**src/hdl/dmr_pkg.sv**
```systemverilog
package dmr_pkg;

  // Register offsets within the module space.
  localparam logic [11:0] DMR_OFS_CFG_CH1 = 12'h780;
  localparam logic [11:0] DMR_OFS_IRQ_CH1 = 12'h784;
  localparam logic [11:0] DMR_OFS_CFG_CH2 = 12'h7A0;
  localparam logic [11:0] DMR_OFS_IRQ_CH2 = 12'h7A4;
  localparam logic [11:0] DMR_OFS_RSV_CH1 = 12'h782;
  localparam logic [11:0] DMR_OFS_RSV_CH2 = 12'h7A2;
  // Whole module window is 12'h780 to 12'h7BF.
  localparam int          DMR_WIN_LSB     = 6;
  localparam logic [5:0]  DMR_WIN_TAG     = 6'h1E;

  // Module configuration field positions.
  localparam int DMR_CFG_HALT   = 15;
  localparam int DMR_CFG_FRZ_HI = 14;
  localparam int DMR_CFG_FRZ_LO = 13;
  localparam int DMR_CFG_SADRV  = 12;
  localparam int DMR_CFG_ISM_LO = 8;
  localparam int DMR_CFG_PRIV   = 7;
  localparam int DMR_CFG_MASTER_PRIORITY_ID_LO = 4;
  localparam int DMR_CFG_IRQ_ARBITRATION_ID_LO = 0;

  // Interrupt setup field positions.
  localparam int DMR_IRQ_LVL_LO = 8;
  localparam int DMR_IRQ_VEC_LO = 0;

  // Freeze response encodings.
  localparam logic [1:0] DMR_FRZ_IGNORE   = 2'h0;
  localparam logic [1:0] DMR_FRZ_BOUNDARY = 2'h2;

  // Reset values.
  localparam logic [7:0] DMR_VEC_RST  = 8'h0F;
  localparam logic [2:0] DMR_LVL_RST  = 3'h0;
  localparam logic [3:0] DMR_IRQ_ARBITRATION_ID_RST = 4'h0;
  localparam logic [2:0] DMR_ISM_RST  = 3'h0;
  localparam logic [2:0] DMR_MASTER_PRIORITY_ID_RST = 3'h0;
  localparam logic       DMR_PRIV_RST = 1'b1;
  localparam logic       DMR_SE_RST   = 1'b0;
  localparam logic [1:0] DMR_FRZ_RST  = 2'h0;
  localparam logic       DMR_HALT_RST = 1'b0;

  localparam logic [15:0] DMR_ZERO16 = 16'h0000;
  localparam logic [2:0]  DMR_LVL_NONE = 3'h0;

endpackage : dmr_pkg

```
**src/hdl/dmr_regs.sv**
```systemverilog
`timescale 1ns/100ps
`default_nettype none
module dmr_regs
  import dmr_pkg::*;
#(
  parameter int ADDR_W = 12
)(
  input  wire logic              core_clk,
  input  wire logic              rst,
  input  wire logic              cpu_reset_instr,
  input  wire logic              acc_valid,
  input  wire logic              acc_write,
  input  wire logic              acc_super,
  input  wire logic [ADDR_W-1:0] acc_addr,
  input  wire logic [1:0]        acc_byte_en,
  input  wire logic [15:0]       acc_wdata,
  output logic                   acc_done,
  output logic                   acc_berr,
  output logic [15:0]            acc_rdata,
  output logic                   module_clk_en,
  output logic [1:0]             su_access_ok,
  input  wire logic              freeze,
  input  wire logic              bus_cycle_active,
  input  wire logic              bus_cycle_end,
  input  wire logic [2:0]        bus_irq_level,
  input  wire logic [2:0]        cpu_priority_mask,
  input  wire logic [1:0]        ch_bus_req,
  output logic [1:0]             ch_start_ok,
  output logic                   bus_request_line,
  output logic                   grant_ch2,
  input  wire logic [1:0]        ch_single_addr,
  input  wire logic              data_drive_req,
  output logic                   data_bus_oe,
  input  wire logic [1:0]        ch_irq_pending,
  output logic [7:1]             irq_lines,
  input  wire logic              iack_valid,
  input  wire logic [2:0]        iack_level,
  input  wire logic              iack_win,
  output logic                   iack_compete,
  output logic [3:0]             iack_arb_id,
  output logic                   iack_vec_valid,
  output logic [7:0]             iack_vector
);

  initial
  begin
    if (ADDR_W < 12)
      $error("dmr_regs: ADDR_W must be at least 12");
  end

  typedef struct packed {
    logic            halt;
    logic [1:0]      frz;
    logic [3:0]      irq_arbitration_id;
    logic [1:0]      sadrv;
    logic [1:0][2:0] service_mask_level;
    logic [1:0]      priv;
    logic [1:0][2:0] master_priority_id;
    logic [1:0][2:0] lvl;
    logic [1:0][7:0] vec;
    logic            frozen;
    logic            gnt2;
    logic            done;
    logic            berr;
    logic [15:0]     rdata;
    logic            vvalid;
    logic [7:0]      vout;
  } dmr_state_type;

  dmr_state_type st_r;
  dmr_state_type st_nxt;

  logic [11:0] ofs;
  logic        in_win;
  logic        hit_cfg;
  logic        hit_irq;
  logic        hit_rsv;
  logic        ch_sel;
  logic [15:0] cfg_view;
  logic [15:0] irq_view;
  logic [15:0] wmask;
  logic [15:0] cfg_new;
  logic [15:0] irq_new;
  logic [1:0]  elig;
  logic        pick2;
  logic        frz_on;
  logic        can_stop;
  logic        act_single;
  logic        hit1;
  logic        hit2;

  // Byte lane 1 is bits 15:8 and lane 0 is bits 7:0; bit 0 of the address is ignored.
  assign ofs     = {acc_addr[11:1], 1'b0};
  assign in_win  = (acc_addr[11:DMR_WIN_LSB] == DMR_WIN_TAG);
  assign hit_cfg = (ofs == DMR_OFS_CFG_CH1) || (ofs == DMR_OFS_CFG_CH2);
  assign hit_irq = (ofs == DMR_OFS_IRQ_CH1) || (ofs == DMR_OFS_IRQ_CH2);
  assign hit_rsv = (ofs == DMR_OFS_RSV_CH1) || (ofs == DMR_OFS_RSV_CH2);
  assign ch_sel  = (ofs == DMR_OFS_CFG_CH2) || (ofs == DMR_OFS_IRQ_CH2)
                 || (ofs == DMR_OFS_RSV_CH2);
  assign wmask   = {{8{acc_byte_en[1]}}, {8{acc_byte_en[0]}}};

  // Shared fields appear in both channel views from one store.
  always_comb
  begin
    cfg_view = DMR_ZERO16;
    cfg_view[DMR_CFG_HALT] = st_r.halt;
    cfg_view[DMR_CFG_FRZ_HI] = st_r.frz[1];
    cfg_view[DMR_CFG_FRZ_LO] = st_r.frz[0];
    cfg_view[DMR_CFG_SADRV] = st_r.sadrv[ch_sel];
    cfg_view[DMR_CFG_ISM_LO +: 3] = st_r.service_mask_level[ch_sel];
    cfg_view[DMR_CFG_PRIV] = st_r.priv[ch_sel];
    cfg_view[DMR_CFG_MASTER_PRIORITY_ID_LO +: 3] = st_r.master_priority_id[ch_sel];
    cfg_view[DMR_CFG_IRQ_ARBITRATION_ID_LO +: 4] = st_r.irq_arbitration_id;
    irq_view = DMR_ZERO16;
    irq_view[DMR_IRQ_LVL_LO +: 3] = st_r.lvl[ch_sel];
    irq_view[DMR_IRQ_VEC_LO +: 8] = st_r.vec[ch_sel];
  end

  assign cfg_new = (cfg_view & ~wmask) | (acc_wdata & wmask);
  assign irq_new = (irq_view & ~wmask) | (acc_wdata & wmask);

  // Eligible requests: a channel must not hold the bus while the bus level is above its mask.
  assign elig[0] = ch_bus_req[0] && (bus_irq_level <= st_r.service_mask_level[0]);
  assign elig[1] = ch_bus_req[1] && (bus_irq_level <= st_r.service_mask_level[1]);
  // Channel 2 wins only with a strictly higher priority or when channel 1 is absent.
  assign pick2 = elig[1] && (!elig[0] || (st_r.master_priority_id[1] > st_r.master_priority_id[0]));

  assign frz_on   = freeze && (st_r.frz == DMR_FRZ_BOUNDARY);
  // A stop is allowed between cycles or as the current cycle ends.
  assign can_stop = !bus_cycle_active || bus_cycle_end;

  assign hit1 = iack_valid && ch_irq_pending[0]
             && (st_r.lvl[0] == iack_level) && (iack_level != DMR_LVL_NONE);
  assign hit2 = iack_valid && ch_irq_pending[1]
             && (st_r.lvl[1] == iack_level) && (iack_level != DMR_LVL_NONE);

  always_comb
  begin
    st_nxt = st_r;
    st_nxt.done = 1'b0;
    st_nxt.berr = 1'b0;
    st_nxt.vvalid = 1'b0;

    if (acc_valid && in_win)
    begin
      if (hit_cfg)
      begin
        // Configuration stays reachable in stop mode so software can wake the module.
        if (!acc_super)
          st_nxt.berr = 1'b1;
        else
        begin
          st_nxt.done = 1'b1;
          if (acc_write)
          begin
            st_nxt.halt = cfg_new[DMR_CFG_HALT];
            st_nxt.frz = {cfg_new[DMR_CFG_FRZ_HI], cfg_new[DMR_CFG_FRZ_LO]};
            st_nxt.sadrv[ch_sel] = cfg_new[DMR_CFG_SADRV];
            st_nxt.service_mask_level[ch_sel] = cfg_new[DMR_CFG_ISM_LO +: 3];
            st_nxt.priv[ch_sel] = cfg_new[DMR_CFG_PRIV];
            st_nxt.master_priority_id[ch_sel] = cfg_new[DMR_CFG_MASTER_PRIORITY_ID_LO +: 3];
            st_nxt.irq_arbitration_id = cfg_new[DMR_CFG_IRQ_ARBITRATION_ID_LO +: 4];
          end
          else
            st_nxt.rdata = cfg_view;
        end
      end
      else if (st_r.halt)
        st_nxt.berr = 1'b1;
      else if (hit_irq || hit_rsv)
      begin
        if (!acc_super)
          st_nxt.berr = 1'b1;
        else
        begin
          st_nxt.done = 1'b1;
          if (acc_write && hit_irq)
          begin
            st_nxt.lvl[ch_sel] = irq_new[DMR_IRQ_LVL_LO +: 3];
            st_nxt.vec[ch_sel] = irq_new[DMR_IRQ_VEC_LO +: 8];
          end
          else if (!acc_write)
            st_nxt.rdata = hit_irq ? irq_view : DMR_ZERO16;
        end
      end
    end

    // Freeze waits for a cycle boundary and lasts while the freeze input stays high.
    if (!freeze)
      st_nxt.frozen = 1'b0;
    else if (frz_on && can_stop)
      st_nxt.frozen = 1'b1;

    // Mastership is held through a running cycle; only the reset instruction clears the grant before the transfer ends.
    if (!bus_cycle_active || bus_cycle_end)
      st_nxt.gnt2 = pick2;

    if ((hit1 || hit2) && iack_win && (st_r.irq_arbitration_id != DMR_IRQ_ARBITRATION_ID_RST))
    begin
      st_nxt.vvalid = 1'b1;
      st_nxt.vout = hit1 ? st_r.vec[0] : st_r.vec[1];
    end

    // The reset instruction clears interrupt setup, freeze, grant and vector state; configuration fields, access replies and read data keep their values.
    if (cpu_reset_instr)
    begin
      st_nxt.lvl = {2{DMR_LVL_RST}};
      st_nxt.vec = {2{DMR_VEC_RST}};
      st_nxt.frozen = 1'b0;
      st_nxt.gnt2 = 1'b0;
      st_nxt.vvalid = 1'b0;
      st_nxt.vout = DMR_VEC_RST;
    end
  end

  always_ff @(posedge core_clk)
  begin
    if (rst)
    begin
      st_r.halt <= DMR_HALT_RST;
      st_r.frz <= DMR_FRZ_RST;
      st_r.irq_arbitration_id <= DMR_IRQ_ARBITRATION_ID_RST;
      st_r.sadrv <= {2{DMR_SE_RST}};
      st_r.service_mask_level <= {2{DMR_ISM_RST}};
      st_r.priv <= {2{DMR_PRIV_RST}};
      st_r.master_priority_id <= {2{DMR_MASTER_PRIORITY_ID_RST}};
      st_r.lvl <= {2{DMR_LVL_RST}};
      st_r.vec <= {2{DMR_VEC_RST}};
      st_r.frozen <= 1'b0;
      st_r.gnt2 <= 1'b0;
      st_r.done <= 1'b0;
      st_r.berr <= 1'b0;
      st_r.rdata <= DMR_ZERO16;
      st_r.vvalid <= 1'b0;
      st_r.vout <= DMR_VEC_RST;
    end
    else
      st_r <= st_nxt;
  end

  assign acc_done  = st_r.done;
  assign acc_berr  = st_r.berr;
  assign acc_rdata = st_r.rdata;

  // The enable drops as a whole cycle, which matches stopping on the low phase.
  assign module_clk_en = !st_r.halt;

  // Shared channel registers open to user code only while privilege select is low.
  assign su_access_ok[0] = acc_super || !st_r.priv[0];
  assign su_access_ok[1] = acc_super || !st_r.priv[1];

  assign ch_start_ok[0] = (cpu_priority_mask <= st_r.service_mask_level[0]) && !st_r.halt;
  assign ch_start_ok[1] = (cpu_priority_mask <= st_r.service_mask_level[1]) && !st_r.halt;

  // Freeze is also honoured combinationally so the request drops in the boundary cycle.
  assign bus_request_line = (|elig) && !st_r.halt && !st_r.frozen
                          && !(frz_on && can_stop);
  assign grant_ch2 = st_r.gnt2;

  // The active channel is the granted one.
  assign act_single  = ch_single_addr[st_r.gnt2];
  assign data_bus_oe = data_drive_req
                     && (!act_single || st_r.sadrv[st_r.gnt2]);

  genvar g;
  generate
    for (g = 1; g <= 7; g++)
    begin : g_irq
      assign irq_lines[g] = (ch_irq_pending[0] && (st_r.lvl[0] == 3'(g)))
                         || (ch_irq_pending[1] && (st_r.lvl[1] == 3'(g)));
    end
  endgenerate

  assign iack_compete   = (hit1 || hit2) && (st_r.irq_arbitration_id != DMR_IRQ_ARBITRATION_ID_RST);
  assign iack_arb_id    = st_r.irq_arbitration_id;
  assign iack_vec_valid = st_r.vvalid;
  assign iack_vector    = st_r.vout;

endmodule // dmr_regs
`default_nettype wire

```
**config.mk**
```make
export PLATFORM = sky130hd
export DESIGN_NAME = dmr_regs
export DESIGN_NICKNAME = d
export VERILOG_FILES = /design/src/hdl/dmr_pkg.sv /design/src/hdl/dmr_regs.sv
export SDC_FILE = /design/constraint.sdc
export NUM_CORES = 1
export LEC_CHECK = 0
export ABC_AREA = 1
export BUFFER_PORTS_ARGS = -buffer_cell sky130_fd_sc_hd__buf_2
export CORE_MARGIN = 3
export CORE_UTILIZATION = 40
export DETAILED_ROUTE_END_ITERATION = 8
export PLACE_DENSITY = 0.72
export SKIP_CTS_REPAIR_TIMING = 1
export SLEW_MARGIN = 15
export SYNTH_ARGS = -nofsm -noshare
export SYNTH_HDL_FRONTEND = slang
export SYNTH_SLANG_ARGS = --single-unit
```
**constraint.sdc**
```tcl
create_clock -name core_clk -period 2.2 [get_ports core_clk]
set_input_delay 0.22 -clock core_clk [delete_from_list [all_inputs] [get_ports core_clk]]
set_output_delay 0.22 -clock core_clk [all_outputs]
set_load 0.03 [all_outputs]
```
==> results.py, run 1 <==
metrics = {
    "run_status": {
        "status": "finished, final reports clean",
    },
    "die": {
        "die_h_um": 113,
        "core-area_um2": 11100,
        "boundaryPins": 104,
        "initial_core_util": 0.417,
        "die_x_um": 113,
        "rows": 38,
        "dieArea_um2": 12900,
    },
    "timing": {
        "max_freq_mhz": 501,
        "slew_violations": 0,
        "skew_ps": 4.34,
        "slew_headroom": 0.617,
        "fin_crit_sh": 0.907,
        "finalSetupViolCount": 0,
        "setup_tns_ps": 0,
        "rsz0062_at_grt": "no",
        "hold_viol_final": 0,
        "worst_pin_slew_ps": 569,
        "period_needed_ps": 2000,
    },
    "detailed_routing": {
        "drc": 0,
        "drt_pass1_iterations": 4,
        "ant_nets": 0,
        "num_vias": 4544,
        "viasPerCell": 4.86,
        "drt-total-wl_um": 12100,
        "wl_per_cell_um": 12.9,
        "drt_iter0_drc": 358,
    },
    "synth": {
        "syn_inst": 720,
        "synth.net_count": 792,
        "ys_types": 36,
        "ys_seq_area_frac": 0.317,
        "yosys_register_bits": 73,
        "avgSynthCellArea_um2": 6.41,
        "ys_warn_count": 0,
        "netlist_area_um2": 4620,
    },
    "cts": {
        "cts_tree": "yes",
        "cts_max_path_buffers": 2,
        "cts_made_buffers": 9,
        "cts.sinks": 73,
        "clock_latency_ps": 330,
        "clk_pin_slew_worst_paths_ps": 60,
        "htreeDepth": 3,
        "root_buffer": "clkbuf_16",
    },
    "worst_setup_path": {
        "end_kind": "output port",
        "r2r_end": "iack_vector[4]",
        "crit_required_ps": 1980,
        "crit_chain": "inv_1, ha_1, a21oi_1, o21ai_0, nand2_1, nand2_1, a21oi_2, buf_4",
        "timing.rr.start": "iack_arb_id[0]",
        "crit_fanout": 4,
        "rrSetupSlack_ps": 550,
        "max_stage_delay_ps": 370,
        "worstPathArrival_ps": 1780,
        "cpMaxStageDelayCell": "dfxtp_1",
        "path_class": "reg -> out",
        "worst_path_dominant_cell_family": "flip-flops",
        "worst_setup_path_start_kind": "flip-flop",
        "critPathBufInv": 2,
        "reg2regPathDepth": 6,
        "worst-path-stages": 8,
        "cp_common_cell": "nand2_1",
    },
    "global_routing": {
        "grt_start_max_net_pins": 37,
        "grt_pass1_vias": 4195,
        "grt_pass1_wl_um": 19700,
        "grt_antenna_before_repair": 2,
        "grt.total_usage": 0.190,
        "grt-ovfl-total": 0,
    },
    "worst_hold_path": {
        "holdPathEnd": "iack_vec_valid",
        "hold_start": "cpu_reset_instr",
        "hp-class": "in -> reg",
        "hold_depth": 2,
    },
    "power": {
        "power.density_nw_per_um2": 585,
        "leakagePower_nw": 2.83,
        "ir_drop_mv": 0.357,
        "power_mw": 3.11,
    },
    "layout": {
        "drive_above_1_share": 0.199,
        "syn2layout_area_growth_pct": 15.2,
        "nNetsFinal": 861,
    },
    "place": {
        "dp_hpwl_um": 9380,
        "gp_congestion": 0.908,
        "portBuffers": 100,
    },
    "flow_run": {
        "drv_cap": 0,
    },
}
-- layout by cell type, fill, tap and decap left out, types with 2 or more instances in the layout --
cell,n
nand2_1,204
o22ai_1,8
o21ai_1,6
nor3_1,2
nor2_8,2
buf_2,99
nand2_4,4
nand2_2,3
nor2_1,84
nor2_2,15
buf_4,7
ha_1,15
clkinv_2,3
o211ai_1,11
or2_2,2
bufinv_16,2
o21ai_0,54
nand3_1,48
clkbuf_16,9
inv_1,87
dfxtp_1,73
a21oi_1,31
nand4_1,2
inv_2,4
a211oi_1,3
nand3_2,4
-- metal layers --
metal	vias up	wire length [um]	GRT usage
met5	-	13	0
met4	2	297	0.0689
met3	25	708	0.0509
met2	117	5320	0.295
met1	1999	5740	0.255
li1	2401	-	-
-- state kept, by name (all words and copies together), names as in the netlist --
register / flops
grant_ch2: 1
acc_berr: 1
st_r: 39
cfg_view: 3
iack_arb_id: 4
acc_rdata: 15
iack_vec_valid: 1
acc_done: 1
iack_vector: 8
-- cell families (layout without fill, tap and decap cells) --
family / Yosys count / in the layout / synth area share
fa+ha+maj: 15 / 15 / 0.0407
buf+inv: 141 / 215 / 0.153
flops: 73 / 73 / 0.317
other cells: 1 / 2 / 0.000812
compound gates: 117 / 117 / 0.139
simple gates: 373 / 373 / 0.350
-- synthesized netlist by cell type --
library cell | n | area (um2)
a211oi_1 | 3 | 22.5
a21boi_0 | 1 | 7.51
a21oi_1 | 32 | 160
a41oi_1 | 1 | 8.76
buf_12 | 1 | 20.0
buf_2 | 6 | 30.0
buf_4 | 29 | 218
buf_6 | 3 | 33.8
buf_8 | 1 | 15.0
clkbuf_1 | 8 | 30.0
clkbuf_8 | 1 | 13.8
clkinv_1 | 1 | 3.75
conb_1 | 1 | 3.75
dfxtp_1 | 73 | 1460
ha_1 | 15 | 188
inv_1 | 87 | 327
inv_2 | 4 | 15.0
nand2_1 | 204 | 766
nand2_2 | 3 | 18.8
nand2_4 | 4 | 45.0
nand3_1 | 48 | 240
nand3_2 | 4 | 40.0
nand4_1 | 2 | 12.5
nand4_2 | 1 | 12.5
nor2_1 | 85 | 319
nor2_2 | 14 | 87.6
nor2_8 | 2 | 40.0
nor3_1 | 2 | 10.0
nor3b_1 | 1 | 7.51
nor4_1 | 1 | 6.26
o211ai_1 | 11 | 82.6
o21ai_0 | 54 | 270
o21ai_1 | 6 | 30.0
o22ai_1 | 8 | 50.1
o32ai_1 | 1 | 8.76
or2_2 | 2 | 12.5
-- where the power goes --
group          internal [mW]  switching (mW)
Clock                  0.986           0.558
Combinational         0.0888           0.155
Sequential              1.32        0.000662
-- how the worst max path moves through the flow --
stage | from | endpoint | slack [ps]
finish | st_r[64] | bus_request_line | 200
global route | st_r[61] | bus_request_line | 40
CTS | st_r[64] | bus_request_line | 150
detailed placement | acc_addr[4] | st_r[43] | 370
global placement | acc_addr[4] | st_r[48] | 360
floorplan | st_r[46] | iack_compete | 450
-- layout make-up --
type,count,area [um2]
antenna,1,2.50
clock buffer,10,229
clock inverter,6,82.6
fill,1169,5760
inverter,92,345
multi-input combinational,506,2460
sequential,73,1460
tap,140,175
timing repair buffer,107,568
-- through the flow --
step / cell area (um2) / instances / hold WS, ps / utilization / setup WS, ps
after floorplan: 4620 / 720 / 297 / - / 447
after global placement: 5000 / 918 / 426 / 0.451 / 359
after global routing: 5320 / 935 / 85.9 / 0.480 / 41.5
final: 5320 / 935 / 80.4 / 0.480 / 204
after detailed placement: 5000 / 918 / 424 / 0.451 / 369
after CTS: 5310 / 934 / 75.2 / 0.479 / 155
-- worst reg2reg max path, cell delays in order (launching register included) --
cell,delay [ps]
dfxtp_1,330
nor4_1,540
inv_1,220
nand3_2,260
nand2_1,90
nand2_1,70
nor2_1,40
Power figures use the tool's default switching activity.
==> inputs of run 2 (changes only) <==
--- a/config.mk
+++ b/config.mk
@@ -11,6 +11,7 @@
 export CORE_UTILIZATION = 40
 export DETAILED_ROUTE_END_ITERATION = 8
 export PLACE_DENSITY = 0.72
+export RECOVER_POWER = 25
 export SKIP_CTS_REPAIR_TIMING = 1
 export SLEW_MARGIN = 15
 export SYNTH_ARGS = -nofsm -noshare
==> constraint.sdc (replaced) <==
create_clock -name core_clk -period 2.3 [get_ports core_clk]
set_input_delay 0.23 -clock core_clk [delete_from_list [all_inputs] [get_ports core_clk]]
set_output_delay 0.23 -clock core_clk [all_outputs]
set_load 0.03 [all_outputs]
==> run 2 against run 1 <==
Against the previous run:
- combinational power down 6%
- global-route usage up 0.29 points
- critical path type unchanged
- sequential power down 4%
- largest cell class unchanged
- clock power down 8%
- power down 6.7%
- critical endpoint unchanged
- hold slack better by 31 ps
- sequential share of layout area up 0.34 points
- clock skew up 3.6 ps
- via count up 0.51%
- register-to-register slack worse by 70 ps
==> results.py, run 2 (same netlist as run 1, synthesis figures left out) <==
metrics = {
    "run_status": {
        "status": "finished, final reports clean",
    },
    "cts": {
        "clock_latency_ps": 340,
        "cts_tree": "yes",
        "htreeDepth": 3,
        "root_buffer": "clkbuf_16",
        "cts_made_buffers": 9,
        "clk_pin_slew_worst_paths_ps": 60,
        "cts_max_path_buffers": 2,
        "cts.sinks": 73,
    },
    "timing": {
        "setup_tns_ps": 0,
        "worst_pin_slew_ps": 1250,
        "fin_crit_sh": 0.902,
        "slew_violations": 0,
        "period_needed_ps": 2070,
        "max_freq_mhz": 482,
        "skew_ps": 7.98,
        "slew_headroom": 0.165,
        "setup_ws_ps": 226,
        "rsz0062_at_grt": "no",
        "finalSetupViolCount": 0,
        "hold_viol_final": 0,
    },
    "worst_setup_path": {
        "crit_required_ps": 2070,
        "worst_setup_path_start_kind": "flip-flop",
        "end_kind": "output port",
        "r2r_end": "iack_vector[3]",
        "reg2regPathDepth": 9,
        "path_class": "reg -> out",
        "timing.rr.start": "st_r[46]",
        "worstPathArrival_ps": 1840,
        "rrSetupSlack_ps": 480,
        "crit_fanout": 4,
    },
    "layout": {
        "final_common_cell": "nand2_1",
        "drive_above_1_share": 0.164,
        "largest_reg_flops": 39,
        "utilization": 0.474,
        "layout_common_cells": "nand2_1, inv_1, nor2_1",
        "final_cells": 934,
        "nNetsFinal": 861,
        "antennaDiodeCount": 0,
        "regMostFlops": "st_r",
        "syn2layout_area_growth_pct": 13.8,
    },
    "detailed_routing": {
        "drt_pass1_iterations": 5,
        "ant_nets": 0,
        "drc": 0,
        "num_vias": 4567,
        "viasPerCell": 4.89,
        "wl_per_cell_um": 13.1,
        "drt_iter0_drc": 367,
        "drt-total-wl_um": 12300,
    },
    "power": {
        "ir_drop_mv": 0.328,
        "leakagePower_nw": 2.70,
        "power.density_nw_per_um2": 553,
        "power_mw": 2.90,
    },
    "place": {
        "gp_congestion": 0.895,
        "preCtsSetupSlack_ps": 401,
        "dp.cells": 918,
        "dp_hpwl_um": 9360,
        "portBuffers": 100,
    },
    "worst_hold_path": {
        "hp-class": "in -> reg",
        "holdPathEnd": "iack_vec_valid",
        "hold_depth": 2,
        "hold_start": "cpu_reset_instr",
    },
    "die": {
        "die_h_um": 113,
        "boundaryPins": 104,
        "die_x_um": 113,
        "initial_core_util": 0.417,
        "core-area_um2": 11100,
        "dieArea_um2": 12900,
        "rows": 38,
    },
    "global_routing": {
        "grt-ovfl-total": 0,
        "grt_antenna_before_repair": 0,
        "grt_start_max_net_pins": 37,
        "grt_pass1_wl_um": 20000,
        "grt_pass1_vias": 4157,
        "grt.total_usage": 0.193,
    },
    "flow_run": {
        "drv_cap": 0,
    },
}
-- run 2: changes by cell type in the layout (fill, tap and decap cells not counted) --
cell / change
diode_2: -1
a21oi_2: -1
clkbuf_1: +27
nand4_4: +1
buf_12: -1
bufinv_16: -1
a21oi_1: +1
clkbuf_8: +1
buf_2: -26
nand4_2: -1
clkinv_2: +1
buf_4: -1
-- run 2: worst max-delay path, cell delays in order (launching register included) --
cell and delay (ps):
dfxtp_1 360, inv_1 90, ha_1 310, a21oi_1 150
o21ai_0 90, nand2_1 70, nand2_1 60, a21oi_1 150
buf_2 220
-- run 2: worst max path at each step --
stage,from,slack (ps),to
2_1_floorplan,st_r[46],540,iack_compete
3_3_place_gp,acc_addr[11],390,st_r[58]
3_5_place_dp,acc_addr[10],400,st_r[58]
4_1_cts,st_r[46],140,iack_compete
5_1_grt,st_r[64],60,bus_request_line
6_report,st_r[64],230,bus_request_line
-- run 2: cell type report --
type	count	area (um2)
sequential	73	1460
tap	140	175
fill	1184	5820
inverter	92	345
clock inverter	6	57.6
timing repair buffer	107	515
clock buffer	10	239
multi-input combinational	506	2460
-- run 2: metal layers --
| layer | vias up | part of all wire | GRT usage |
|---|---|---|---|
| li1 | 2400 | - | - |
| met1 | 2002 | 0.47 | 0.266 |
| met2 | 146 | 0.44 | 0.299 |
| met3 | 19 | 0.070 | 0.0393 |
| met4 | 0 | 0.022 | 0.0729 |
| met5 | - | 0 | 0 |
-- run 2: through the flow --
| step | cell area, um2 | hold slack (ps) |
|---|---|---|
| after floorplan | 4620 | 307 |
| after global placement | 4990 | 439 |
| after detailed placement | 4990 | 453 |
| after CTS | 5280 | 107 |
| after global routing | 5260 | 114 |
| final | 5260 | 111 |
-- run 2: where the power goes --
part           total, mW  leakage, nW  internal (mW)  switching [mW]
clock network       1.41        0.148          0.861           0.547
logic              0.230         1.97         0.0804           0.150
registers           1.27        0.588           1.27        0.000545
